<file path="config.mk">
export PLATFORM = sky130hd
export DESIGN_NAME = two_level_interrupt_controller
export DESIGN_NICKNAME = d
export VERILOG_FILES = /design/src/design/irq_pkg.sv /design/src/design/ext_pin_monitor.sv /design/src/design/two_level_interrupt_controller.sv
export SDC_FILE = /design/constraint.sdc
export NUM_CORES = 1
export LEC_CHECK = 0
export BUFFER_PORTS_ARGS = -buffer_cell sky130_fd_sc_hd__buf_2
export CAP_MARGIN = 25
export CORE_MARGIN = 3
export CORE_UTILIZATION = 35
export CTS_CLUSTER_SIZE = 20
export DETAILED_ROUTE_END_ITERATION = 10
export PLACE_DENSITY = 0.54
export SETUP_SLACK_MARGIN = 0.4
export SLEW_MARGIN = 0
export SYNTH_ARGS = -nofsm -noshare
export SYNTH_HDL_FRONTEND = slang
export SYNTH_SLANG_ARGS = --single-unit
</file>
<file path="constraint.sdc">
create_clock -name clk_sys -period 3 [get_ports clk_sys]
set_input_delay 0.9 -clock clk_sys [delete_from_list [all_inputs] [get_ports clk_sys]]
set_output_delay 0.9 -clock clk_sys [all_outputs]
set_load 0.01 [all_outputs]
</file>
<file path="src/design/irq_pkg.sv">
// Constants, register map and types of the two-level interrupt controller.
// Assumes one 25 MHz system clock and an 8-bit special function register
// port shared with the CPU core.
package irq_pkg;

  // ***************************************************************
  // Register addresses
  // ***************************************************************
  localparam logic [7:0] ADDR_PIN_CFG  = 8'he4;  // ext_int_pin_config
  localparam logic [7:0] ADDR_EXT_EN1  = 8'he6;  // extended_irq_enable_one
  localparam logic [7:0] ADDR_BASE_EN  = 8'hc0;  // base_irq_enable
  localparam logic [7:0] ADDR_EXT_EN2  = 8'hc1;  // extended_irq_enable_two
  localparam logic [7:0] ADDR_PRIO_A   = 8'hc2;  // priority_reg_a
  localparam logic [7:0] ADDR_PRIO_B   = 8'hc3;  // priority_reg_b

  // ***************************************************************
  // Reset values and write masks
  // ***************************************************************
  localparam logic [7:0] PIN_CFG_RST   = 8'h01;
  localparam logic [7:0] EXT_EN1_RST   = 8'h00;
  localparam logic [7:0] BASE_EN_RST   = 8'h00;
  localparam logic [7:0] EXT_EN2_RST   = 8'h00;
  localparam logic [7:0] PRIO_RST      = 8'h00;
  localparam logic [7:0] EXT_EN1_WMASK = 8'h3f;
  localparam logic [7:0] EXT_EN2_WMASK = 8'h03;
  localparam logic [7:0] PRIO_A_WMASK  = 8'h7f;
  localparam logic [7:0] READ_ZERO     = 8'h00;

  // ***************************************************************
  // Field positions
  // ***************************************************************
  localparam int EN1_COMPARATOR = 5;
  localparam int EN1_CONV_DONE  = 4;
  localparam int EN1_COUNTER    = 3;
  localparam int EN1_WINDOW     = 2;
  localparam int EN1_MATCH      = 1;
  localparam int EN1_TWO_WIRE   = 0;
  localparam int PIN_ONE_POL    = 7;
  localparam int PIN_ONE_SEL_HI = 6;
  localparam int PIN_ONE_SEL_LO = 4;
  localparam int PIN_ZERO_POL   = 3;
  localparam int PIN_ZERO_SEL_HI = 2;
  localparam int PIN_ZERO_SEL_LO = 0;
  localparam int BASE_EN_GLOBAL = 7;
  localparam int BASE_EN_LAST   = 6;
  localparam int EXT_EN2_LAST   = 1;
  localparam int PRIO_A_LAST    = 6;

  // ***************************************************************
  // Sources in fixed arbitration order, index 0 first
  // ***************************************************************
  localparam int NUM_SRC        = 15;
  localparam int SRC_W          = 4;
  localparam int SRC_EXT_ZERO   = 0;
  localparam int SRC_EXT_ONE    = 2;
  localparam int SRC_TWO_WIRE   = 7;
  localparam int SRC_COMPARATOR = 12;
  localparam int SRC_LAST_EXT2  = 14;
  localparam int SRC_FIRST_EXT2 = 13;
  localparam int SRC_LAST_BASE  = 6;
  localparam int SRC_PRIO_B_LO  = 7;
  localparam int PIN_COUNT      = 8;
  localparam int PIN_SEL_W      = 3;

  // Vector table layout, plain defaults
  localparam logic [15:0] VEC_BASE = 16'h0003;
  localparam logic [15:0] VEC_STEP = 16'h0008;

  // ***************************************************************
  // Clock period in ns, other timing in system clock cycles
  // ***************************************************************
  localparam int CLK_PERIOD_NS  = 40;
  localparam int DETECT_CYCLES  = 1;
  localparam int LONG_CALL_INSTR_CYCLES   = 4;
  localparam int RETURN_FROM_IRQ_INSTR_CYCLES    = 5;
  localparam int DIV_CYCLES     = 8;
  localparam int MIN_RESPONSE   = DETECT_CYCLES + LONG_CALL_INSTR_CYCLES;
  localparam int WORST_RESPONSE = DETECT_CYCLES + RETURN_FROM_IRQ_INSTR_CYCLES
                                  + DIV_CYCLES + LONG_CALL_INSTR_CYCLES;
  localparam int CNT_W          = 3;

  typedef enum logic [0:0] {ST_IDLE, ST_CALL} call_state_e;

endpackage : irq_pkg

</file>
<file path="src/design/ext_pin_monitor.sv">
// Watches one selected port 0 pin for an external interrupt input.
// Assumes the pins come from outside the clock domain and that the pin
// crossbar drives them; this module only reads them.
`timescale 1ns/1ps

module ext_pin_monitor
  import irq_pkg::*;
(
  // Clock and reset
  input  wire logic                 clk_sys,
  input  wire logic                 rst,
  // Pin side
  input  wire logic [PIN_COUNT-1:0] port_pins,
  // Configuration
  input  wire logic [PIN_SEL_W-1:0] pin_select,
  input  wire logic                 polarity,
  // Result
  output logic                      active
);
  import irq_pkg::*;

  // ***************************************************************
  // Two-stage synchroniser, then select and polarity
  // ***************************************************************
  logic [PIN_COUNT-1:0] sync1_r;
  logic [PIN_COUNT-1:0] sync2_r;
  logic                 active_r;
  logic [PIN_COUNT-1:0] sync1_nxt;
  logic [PIN_COUNT-1:0] sync2_nxt;
  logic                 active_nxt;

  always_comb begin
    sync1_nxt  = port_pins;
    sync2_nxt  = sync1_r;
    // Read only, crossbar routing untouched
    active_nxt = sync2_r[pin_select] ~^ polarity;
  end

  always_ff @(posedge clk_sys or posedge rst) begin
    if (rst) begin
      sync1_r  <= '0;
      sync2_r  <= '0;
      active_r <= 1'b0;
    end else begin
      sync1_r  <= sync1_nxt;
      sync2_r  <= sync2_nxt;
      active_r <= active_nxt;
    end
  end

  assign active = active_r;

endmodule : ext_pin_monitor

</file>
<file path="src/design/two_level_interrupt_controller.sv">
// Two-level interrupt controller: enables, priorities, arbitration and
// vector call sequencing toward the CPU core.
// Assumes peripherals hold their pending flags as levels on clk_sys and
// that the core reports instruction boundaries, returns and completions.
//
// Summary of operation
// - Fifteen sources exist, each with its own pending flag and vector.
// - A flag set by software raises a request just like a hardware one.
// - High level preempts a low handler; nothing preempts a high one.
// - Per-source priority bits sit in two registers, low after reset.
// - Higher level wins first, then a fixed source order breaks ties.
// - All requests are sampled and decoded in every clock cycle.
// - Fastest response is one detect cycle plus a four-cycle call.
// - After a return with a request pending, one instruction runs first.
// - Worst response without blocking is 1+5+8+4 = 18 cycles.
// - Equal or lower requests wait for the return and next instruction.
// - Enable bit 5 gates both comparator edge flags.
// - Enable bits 4..0 gate done, counter, window, match and two-wire.
// - Polarity bits 7 and 3 pick active low (0) or high (1) inputs.
// - Select fields 6:4 and 2:0 pick port 0 pin n for inputs one, zero.
// - Pin monitoring only observes the pin, crossbar untouched.
`timescale 1ns/1ps

module two_level_interrupt_controller
  import irq_pkg::*;
(
  // Clock and reset
  input  wire logic                 clk_sys,
  input  wire logic                 rst,
  // Special function register port
  input  wire logic [7:0]           sfr_addr,
  input  wire logic                 sfr_wr,
  input  wire logic [7:0]           sfr_wdata,
  input  wire logic                 sfr_rd,
  output logic [7:0]                sfr_rdata,
  // Peripheral pending flags
  input  wire logic [NUM_SRC-1:0]   periph_flags,
  input  wire logic                 comparator_rise_flag,
  input  wire logic                 comparator_fall_flag,
  // Port 0 pins
  input  wire logic [PIN_COUNT-1:0] port0_pins,
  // CPU core status
  input  wire logic                 cpu_boundary,
  input  wire logic                 cpu_instr_done,
  input  wire logic                 cpu_return_from_irq_instr,
  // Vector call toward the core
  output logic                      call_start,
  output logic                      call_busy,
  output logic [15:0]               vector_addr,
  output logic [SRC_W-1:0]          vector_src,
  output logic                      call_high,
  output logic                      high_active,
  output logic                      low_active
);
  import irq_pkg::*;

  // ***************************************************************
  // Register file
  // ***************************************************************
  logic [7:0] pin_cfg_r;
  logic [7:0] ext_en1_r;
  logic [7:0] base_en_r;
  logic [7:0] ext_en2_r;
  logic [7:0] prio_a_r;
  logic [7:0] prio_b_r;
  logic [7:0] rdata_r;
  logic [7:0] pin_cfg_nxt;
  logic [7:0] ext_en1_nxt;
  logic [7:0] base_en_nxt;
  logic [7:0] ext_en2_nxt;
  logic [7:0] prio_a_nxt;
  logic [7:0] prio_b_nxt;
  logic [7:0] rdata_nxt;

  always_comb begin
    pin_cfg_nxt = pin_cfg_r;
    ext_en1_nxt = ext_en1_r;
    base_en_nxt = base_en_r;
    ext_en2_nxt = ext_en2_r;
    prio_a_nxt  = prio_a_r;
    prio_b_nxt  = prio_b_r;
    if (sfr_wr) begin
      case (sfr_addr)
        ADDR_PIN_CFG: pin_cfg_nxt = sfr_wdata;
        // Reserved bits 7:6 are not stored
        ADDR_EXT_EN1: ext_en1_nxt = sfr_wdata & EXT_EN1_WMASK;
        ADDR_BASE_EN: base_en_nxt = sfr_wdata;
        ADDR_EXT_EN2: ext_en2_nxt = sfr_wdata & EXT_EN2_WMASK;
        ADDR_PRIO_A:  prio_a_nxt  = sfr_wdata & PRIO_A_WMASK;
        ADDR_PRIO_B:  prio_b_nxt  = sfr_wdata;
        default: ;
      endcase
    end
    rdata_nxt = READ_ZERO;
    if (sfr_rd) begin
      case (sfr_addr)
        ADDR_PIN_CFG: rdata_nxt = pin_cfg_r;
        ADDR_EXT_EN1: rdata_nxt = ext_en1_r;
        ADDR_BASE_EN: rdata_nxt = base_en_r;
        ADDR_EXT_EN2: rdata_nxt = ext_en2_r;
        ADDR_PRIO_A:  rdata_nxt = prio_a_r;
        ADDR_PRIO_B:  rdata_nxt = prio_b_r;
        default:      rdata_nxt = READ_ZERO;
      endcase
    end
  end

  always_ff @(posedge clk_sys or posedge rst) begin
    if (rst) begin
      pin_cfg_r <= PIN_CFG_RST;
      ext_en1_r <= EXT_EN1_RST;
      base_en_r <= BASE_EN_RST;
      ext_en2_r <= EXT_EN2_RST;
      prio_a_r  <= PRIO_RST;
      prio_b_r  <= PRIO_RST;
      rdata_r   <= READ_ZERO;
    end else begin
      pin_cfg_r <= pin_cfg_nxt;
      ext_en1_r <= ext_en1_nxt;
      base_en_r <= base_en_nxt;
      ext_en2_r <= ext_en2_nxt;
      prio_a_r  <= prio_a_nxt;
      prio_b_r  <= prio_b_nxt;
      rdata_r   <= rdata_nxt;
    end
  end

  // ***************************************************************
  // External inputs from port 0
  // ***************************************************************
  logic ext_zero_active;
  logic ext_one_active;

  ext_pin_monitor u_ext_zero (
    .clk_sys    (clk_sys),
    .rst        (rst),
    .port_pins  (port0_pins),
    .pin_select (pin_cfg_r[PIN_ZERO_SEL_HI:PIN_ZERO_SEL_LO]),
    .polarity   (pin_cfg_r[PIN_ZERO_POL]),
    .active     (ext_zero_active)
  );

  ext_pin_monitor u_ext_one (
    .clk_sys    (clk_sys),
    .rst        (rst),
    .port_pins  (port0_pins),
    .pin_select (pin_cfg_r[PIN_ONE_SEL_HI:PIN_ONE_SEL_LO]),
    .polarity   (pin_cfg_r[PIN_ONE_POL]),
    .active     (ext_one_active)
  );

  // ***************************************************************
  // Per-source flag, enable and priority
  // ***************************************************************
  logic [NUM_SRC-1:0] src_flag;
  logic [NUM_SRC-1:0] src_en;
  logic [NUM_SRC-1:0] src_prio;
  logic [NUM_SRC-1:0] req_any;
  logic [NUM_SRC-1:0] req_high;
  logic               global_en;

  assign global_en = base_en_r[BASE_EN_GLOBAL];
  // Two-wire, match, window, counter, done, comparator
  assign src_en[SRC_COMPARATOR:SRC_TWO_WIRE] = ext_en1_r[EN1_COMPARATOR:
                                                         EN1_TWO_WIRE];
  assign src_en[SRC_LAST_BASE:0] = base_en_r[BASE_EN_LAST:0];
  assign src_en[SRC_LAST_EXT2:SRC_FIRST_EXT2] = ext_en2_r[EXT_EN2_LAST:0];
  assign src_prio[SRC_LAST_BASE:0] = prio_a_r[PRIO_A_LAST:0];
  assign src_prio[SRC_LAST_EXT2:SRC_PRIO_B_LO] = prio_b_r;

  genvar gi;
  generate
    for (gi = 0; gi < NUM_SRC; gi++) begin : g_src
      if (gi == SRC_EXT_ZERO) begin : g_ext0
        assign src_flag[gi] = ext_zero_active;
      end else if (gi == SRC_EXT_ONE) begin : g_ext1
        assign src_flag[gi] = ext_one_active;
      end else if (gi == SRC_COMPARATOR) begin : g_cmp
        // Both edge flags share one source
        assign src_flag[gi] = comparator_rise_flag | comparator_fall_flag;
      end else begin : g_per
        // Software-set flags look the same as hardware ones
        assign src_flag[gi] = periph_flags[gi];
      end
      // Flags only read, never cleared here
      assign req_any[gi]  = src_flag[gi] & src_en[gi] & global_en;
      assign req_high[gi] = req_any[gi] & src_prio[gi];
    end
  endgenerate

  // ***************************************************************
  // Arbitration, decoded every cycle
  // ***************************************************************
  logic             high_any;
  logic             low_any;
  logic [SRC_W-1:0] high_idx;
  logic [SRC_W-1:0] low_idx;

  always_comb begin
    high_any = 1'b0;
    low_any  = 1'b0;
    high_idx = '0;
    low_idx  = '0;
    // Lowest index wins within a level
    for (int i = NUM_SRC - 1; i >= 0; i--) begin
      if (req_high[i]) begin
        high_any = 1'b1;
        high_idx = SRC_W'(i);
      end
      if (req_any[i] && !src_prio[i]) begin
        low_any = 1'b1;
        low_idx = SRC_W'(i);
      end
    end
  end

  // ***************************************************************
  // Handler tracking and vector call sequencing
  // ***************************************************************
  call_state_e      state_r;
  logic [CNT_W-1:0] cnt_r;
  logic             start_r;
  logic [15:0]      vec_r;
  logic [SRC_W-1:0] src_r;
  logic             lvl_r;
  logic             hi_act_r;
  logic             lo_act_r;
  logic             hold_r;
  call_state_e      state_nxt;
  logic [CNT_W-1:0] cnt_nxt;
  logic             start_nxt;
  logic [15:0]      vec_nxt;
  logic [SRC_W-1:0] src_nxt;
  logic             lvl_nxt;
  logic             hi_act_nxt;
  logic             lo_act_nxt;
  logic             hold_nxt;
  logic             take_high;
  logic             take_low;

  always_comb begin
    // High may enter unless a high handler runs
    take_high = high_any && !hi_act_r;
    // Low waits for any running handler
    take_low  = !high_any && low_any && !hi_act_r && !lo_act_r;
    state_nxt  = state_r;
    cnt_nxt    = cnt_r;
    start_nxt  = 1'b0;
    vec_nxt    = vec_r;
    src_nxt    = src_r;
    lvl_nxt    = lvl_r;
    hi_act_nxt = hi_act_r;
    lo_act_nxt = lo_act_r;
    hold_nxt   = hold_r;
    // One more instruction after a return
    if (cpu_return_from_irq_instr) begin
      hold_nxt = 1'b1;
      if (hi_act_r) begin
        hi_act_nxt = 1'b0;
      end else begin
        lo_act_nxt = 1'b0;
      end
    end else if (cpu_instr_done) begin
      hold_nxt = 1'b0;
    end
    case (state_r)
      ST_IDLE: begin
        // Detect cycle is this sampling edge
        if (cpu_boundary && !hold_r && !cpu_return_from_irq_instr &&
            (take_high || take_low)) begin
          state_nxt = ST_CALL;
          cnt_nxt   = CNT_W'(LONG_CALL_INSTR_CYCLES - 1);
          start_nxt = 1'b1;
          src_nxt   = take_high ? high_idx : low_idx;
          vec_nxt   = 16'(VEC_BASE + VEC_STEP * src_nxt);
          lvl_nxt   = take_high;
          if (take_high) begin
            hi_act_nxt = 1'b1;
          end else begin
            lo_act_nxt = 1'b1;
          end
        end
      end
      ST_CALL: begin
        if (cnt_r == '0) begin
          state_nxt = ST_IDLE;
        end else begin
          cnt_nxt = cnt_r - 1'b1;
        end
      end
      default: state_nxt = ST_IDLE;
    endcase
  end

  always_ff @(posedge clk_sys or posedge rst) begin
    if (rst) begin
      state_r  <= ST_IDLE;
      cnt_r    <= '0;
      start_r  <= 1'b0;
      vec_r    <= '0;
      src_r    <= '0;
      lvl_r    <= 1'b0;
      hi_act_r <= 1'b0;
      lo_act_r <= 1'b0;
      hold_r   <= 1'b0;
    end else begin
      state_r  <= state_nxt;
      cnt_r    <= cnt_nxt;
      start_r  <= start_nxt;
      vec_r    <= vec_nxt;
      src_r    <= src_nxt;
      lvl_r    <= lvl_nxt;
      hi_act_r <= hi_act_nxt;
      lo_act_r <= lo_act_nxt;
      hold_r   <= hold_nxt;
    end
  end

  // ***************************************************************
  // Outputs
  // ***************************************************************
  assign sfr_rdata   = rdata_r;
  assign call_start  = start_r;
  assign call_busy   = (state_r == ST_CALL);
  assign vector_addr = vec_r;
  assign vector_src  = src_r;
  assign call_high   = lvl_r;
  assign high_active = hi_act_r;
  assign low_active  = lo_act_r;

endmodule : two_level_interrupt_controller

</file>
Word-level counts from Yosys, hierarchy flattened
Cells that the tools add are included.
{"block": "op_classes", "reduce_logical": 53, "n_lt_le_gt_ge": 2, "eq_ne": 8, "n_bitwise": 49, "n_mux": 85, "add_sub_neg": 2}
{"cell": "$mux W4", "count": 31}
{"cell": "$eq A8 B8 Y1 const B", "count": 6}
{"cell": "$pmux W8 S6", "count": 1}
{"cell": "$mux W1", "count": 46}
{"cell": "$and A1 B1 Y1", "count": 45}
{"cell": "$logic_and A1 B1 Y1", "count": 22}
{"cell": "$logic_not A1 Y1", "count": 20}
{"cell": "$reduce_and A2 Y1", "count": 8}
{"cell": "$add A2 B7 Y8 const A", "count": 1}
{"cell": "$lt A3 B4 Y1 const B", "count": 2}
{"cell": "$mux W8", "count": 1}
{"cell": "$bmux W1 S3", "count": 2}
{"cell": "$mux W3", "count": 2}
{"cell": "$pmux W3 S2", "count": 1}
{"cell": "$ne A2 B2 Y1 const B", "count": 2}
{"cell": "$logic_not A3 Y1", "count": 1}
{"cell": "$sub A3 B1 Y3 const B", "count": 1}
{"cell": "$pmux W1 S2", "count": 1}
{"cell": "$reduce_bool A2 Y1", "count": 1}
{"cell": "$xnor A1 B1 Y1", "count": 2}
{"cell": "$logic_or A1 B1 Y1", "count": 1}
{"cell": "$not A1 Y1", "count": 1}
{"cell": "$or A1 B1 Y1", "count": 1}
{"block": "word_totals", "elab_cells": 219, "in_bits": 48, "out_inout_bits": 33, "reg_bits": 94}

Longest topological paths before layout
{"block": "depth", "depth_word": 26, "depth_mapped": 9, "mapped_depth_nobuf": 7}

Hierarchy
From an unflattened synthesis, not the netlist that was laid out.
{"block": "unflattened", "hier_cells": 374, "area_unflattened_um2": 4489.3}
{"module": "two_level_interrupt_controller", "instances": 1, "cells_each": 324, "area_per_inst_um2": 3478.3, "seq_area_each_um2": 1527.7}
{"module": "ext_pin_monitor", "instances": 2, "cells_each": 25, "area_per_inst_um2": 505.5, "seq_area_each_um2": 425.4}

Worst setup path before layout
OpenSTA, ideal clock, no wires.
{"block": "synth_path", "path_kind": "input -> register", "from": "input sfr_addr[0]", "to": "register prio_a_r[0]", "setup_ps": 125, "arrival_time_ps": 2341, "path_stages": 5, "setup_slack_ps": 535, "n_path_buf": 2, "t_required_ps": 2875, "cell_sequence": "buf_2 > nor4_2 > and3_1 > buf_2 > mux2_2"}
{"block": "synth_between", "elab_chain_cells": 2}
{"element": "start: declaration", "line": "two_level_interrupt_controller.sv:31", "source": "input wire logic [7:0] sfr_addr,"}
{"element": "$eq A8 B8 Y1", "line": "two_level_interrupt_controller.sv:83", "source": "case (sfr_addr)"}
{"element": "$reduce_and A2 Y1 (no source line)"}
{"element": "end signal: assignment", "line": "two_level_interrupt_controller.sv:122", "source": "prio_a_r <= prio_a_nxt;"}
{"element": "end: declaration", "line": "two_level_interrupt_controller.sv:64", "source": "logic [7:0] prio_a_r;"}
No other way between the ends.
A chain may end at the register's enable or synchronous reset.

Final worst setup path
{"block": "layout_path", "from": "input comparator_fall_flag", "to": "register src_r[3] (netlist: vector_src[3])"}
{"block": "layout_between", "elab_chain_cells": 24, "word_cells_on_any_way": 66, "cone_classes": "53 x mux; 4 x bitwise; 9 x reduce/logical"}
{"element": "start: declaration", "line": "two_level_interrupt_controller.sv:39", "source": "input wire logic comparator_fall_flag,"}
{"element": "$or A1 B1 Y1 (*)", "line": "two_level_interrupt_controller.sv:180", "source": "assign src_flag[gi] = comparator_rise_flag | comparator_fall_flag;"}
{"element": "$and A1 B1 Y1 (*) (2 in a row)", "line": "two_level_interrupt_controller.sv:186", "source": "assign req_any[gi] = src_flag[gi] & src_en[gi] & global_en;"}
{"element": "$and A1 B1 Y1", "line": "two_level_interrupt_controller.sv:187", "source": "assign req_high[gi] = req_any[gi] & src_prio[gi];"}
{"element": "$mux W1 (13 in a row)", "line": "two_level_interrupt_controller.sv:206", "source": "if (req_high[i]) begin"}
{"element": "$logic_not A1 Y1", "line": "two_level_interrupt_controller.sv:245", "source": "take_low = !high_any && low_any && !hi_act_r && !lo_act_r;"}
{"element": "$logic_and A1 B1 Y1 (3 in a row)", "line": "two_level_interrupt_controller.sv:245"}
{"element": "$logic_or A1 B1 Y1", "line": "two_level_interrupt_controller.sv:270", "source": "(take_high || take_low)) begin"}
{"element": "$logic_and A1 B1 Y1", "line": "two_level_interrupt_controller.sv:269", "source": "if (cpu_boundary && !hold_r && !cpu_return_from_irq_instr &&"}
{"element": "$reduce_and A2 Y1 (no source line)"}
{"element": "end signal: assignment", "line": "two_level_interrupt_controller.sv:311", "source": "src_r <= src_nxt;"}
{"element": "end: declaration", "line": "two_level_interrupt_controller.sv:224", "source": "logic [SRC_W-1:0] src_r;"}
Mark *: on every way between the ends. The rest lies on a longest branch, timed or not.

==> impl_results.md <==
* Status: finished, final reports clean
* Clock-pin slew on the worst setup and hold paths at 0.06 ns
* Post-Syn Area per Cell at 11.8 um^2
* Max IR drop VDD at 0.346 mV
* #FFs+latches synth at 79
* Avg WL per Cell at 18.0 um
* Reg2reg setup slack at about 0.85 ns
* Clock Path Buffers at 2
* Antenna diodes at 0
* Cts hold-fix bufs at 0
* Critical Path AT at 2.54 ns
* Core Region at between 10000 and 15000 um^2
* Fin. max-slew vios at 0
* Clock tree from TritonCTS: built
* Post-layout power at 0.00273 W
* CP startpoint kind: primary input
* Htree depth at 3
* Hold endpoint: u_ext_zero.sync2_r[5]$_DFF_PP0_
* Min-Delay Startpoint: u_ext_one.sync1_r[5]$_DFF_PP0_
* Reg2reg start: base_en_r[7]$_DFFE_PP0P_
* Root buf cell: clkbuf_16
* Critical Path RT at 3.22 ns
* DIE HEIGHT at between 100 and 150 um
* Design Area, Final at approximately 4800 um^2
* Hold Path Depth at 0
* Synth async-reset ratio at 1.00
* Std-Cell Rows at 38
* Router iterations before antenna repair at 4
* Initial Util at 0.367
* CP Max Fanout at 7
* Min Clock Period, post-route at 2.32 ns
* WL final at 9.96 mm
* Total CTS buffers at 9
* Cell total after placement at about 540
* Fin crit share at 0.775
* DIE WIDTH at between 100 and 150 um
* GRT overflow at 0
* Area grow syn2layout at 17.5%
* Setup crit end kind: flop
* Fin Setup TNS at 0 ns
* Relative slew margins at 0.564
* Fill count at 1050
* First-pass GRT wire length at 15.6 mm
* Number of global-route vias before repair at ~2900
* Post-route insts no fill at approximately 550
* Num ports at slightly above 80
* Synthesized cell area at 4070 um^2
* RSZ-0062 raised after global routing: false
* DRT antenna net count at 0
* FF-to-FF End: vector_src[3]$_DFFE_PP0P_
* Synth Flop Type: dfrtp_1
* Setup Skew at 0.00947 ns
* Fin. Hold Viols at 0
* Gpl congestion at 0.849
* Nets at 460
* Post_cts resized at 0
* Pre-CTS worst setup slack at 0.352 ns
* Post-synth EDFFs at 0
* Hold Crit Class: flop to flop
* F_max at 430 MHz
* Syn. warnings at 0
* Maxcap violations at 0
* Post-CTS setup buffer count at 0
* Clock insertion delay at the later pin of the skew report at 0.34 ns
* Most common cell after layout, fill and taps aside: dfrtp_1
* Via count at a little under 3000
* Most frequent cells in the layout: dfrtp_1 (78), buf_2 (67), mux2_2 (44)
* Pwr/cell area at 570 nW/um^2
* Clock sinks at 79
* Netlist cell types at 67
* Placed inst area at 4490 um^2
* IO buf count at 67
* DP HPWL at 7.54 mm
* Lkg Pwr at 2.36 nW
* Worst setup path category: primary input to flop
* Worst slew pin tran at 0.649 ns
* Total GRT Usage at 0.159
* Layout cells sized above 1 at 0.391
* Register-to-Register Path Depth at 8
* Post-synthesis sequential area ratio at 0.486
* Pin count of the biggest net entering global routing at 80
* Via density at 5.36
* Die Area at approximately 13000 um^2
* Final setup fails at 0
* Post-route worst setup slack at 0.676 ns
* Residual DRC at 0
* Initial antenna violation count at 0
* Synth Instances at roughly 340
* Drt initial violations at 196
## registers in the layout, indices dropped and copies added, names as in the netlist, 2 cells and up
signal,count
ext_en2_r,2
prio_a_r,7
pin_cfg_r,8
sfr_rdata,8
base_en_r,8
cnt_r,3
vector_src,4
u_ext_zero.sync2_r,8
prio_b_r,8
u_ext_one.sync1_r,8
ext_en1_r,6
## power by group
part | leakage [nW] | switching (W) | internal [W]
clock network | 0.142 | 0.000440 | 0.000645
logic | 1.19 | 0.000221 | 0.000188
registers | 1.02 | 0.0000735 | 0.00116
## cell usage after synthesis, drive strengths merged (4+ instances only)
master / instances / area, um^2
a22oi: 5 / 37.5
a211o: 4 / 43.8
a21oi: 12 / 67.6
nand4b: 11 / 128
dfrtp: 78 / 1950
nor2: 16 / 60.1
and4: 4 / 35.0
mux2i: 6 / 60.1
nor3: 7 / 56.3
nand2: 18 / 67.6
nand4: 15 / 93.8
nand3: 7 / 40.0
buf: 24 / 175
mux4: 4 / 90.1
mux2: 44 / 495
inv: 10 / 37.5
o21ai: 13 / 72.6
a211oi: 5 / 37.5
a31oi: 4 / 25.0
## worst max-delay path: stages
cell     delay [ns]
buf_2          0.11
o21ai_0        0.32
nor3_2         0.09
nor4b_2        0.40
a211o_4        0.25
nor2b_4        0.26
inv_2          0.08
mux2i_1        0.12
## metal layers
layer,GRT usage,part of all wire
met1,0.216,0.46
met2,0.245,0.46
met3,0.0477,0.066
met4,0.0491,0.016
met5,0,0
## final cells by class
type                    instances  area [um^2]  share of cell area
clock buffers                   9          225              0.0471
clock inverters                 6         68.8              0.0144
inverters                      10         41.3             0.00863
multi-input cells             237         1900               0.397
flip-flops and latches         79         1980               0.414
well taps                     140          175              0.0366
repair buffers                 73          393              0.0822
## worst max path at each step
| stage | slack (ns) | to | from |
|---|---|---|---|
| 2_1_floorplan | 0.53 | prio_a_r[0]$_DFFE_PP0P_ | sfr_addr[0] |
| 3_3_place_gp | 0.37 | vector_src[3]$_DFFE_PP0P_ | comparator_fall_flag |
| 3_5_place_dp | 0.35 | vector_src[3]$_DFFE_PP0P_ | comparator_fall_flag |
| 4_1_cts | 0.71 | vector_src[3]$_DFFE_PP0P_ | comparator_fall_flag |
| 5_1_grt | 0.57 | vector_src[3]$_DFFE_PP0P_ | comparator_fall_flag |
| 6_report | 0.68 | vector_src[3]$_DFFE_PP0P_ | comparator_fall_flag |
## logic make-up after synthesis
group	share of synthesized area
AOI/OAI and AO/OA	0.114
xor gates and xnor gates	0.00431
adders and majority gates	0.00615
buffers and inverters	0.0550
DFF	0.486
muxes	0.159
other	0.000922
and+or+nand+nor	0.175
## per-stage QoR
step	utilization	hold slack [ns]
2_1_floorplan	-	0.331
3_3_place_gp	0.405	0.334
3_5_place_dp	0.405	0.335
4_1_cts	0.432	0.349
5_1_grt	0.432	0.357
6_report	0.432	0.348
No activity file was read; power rests on OpenSTA's default activity.
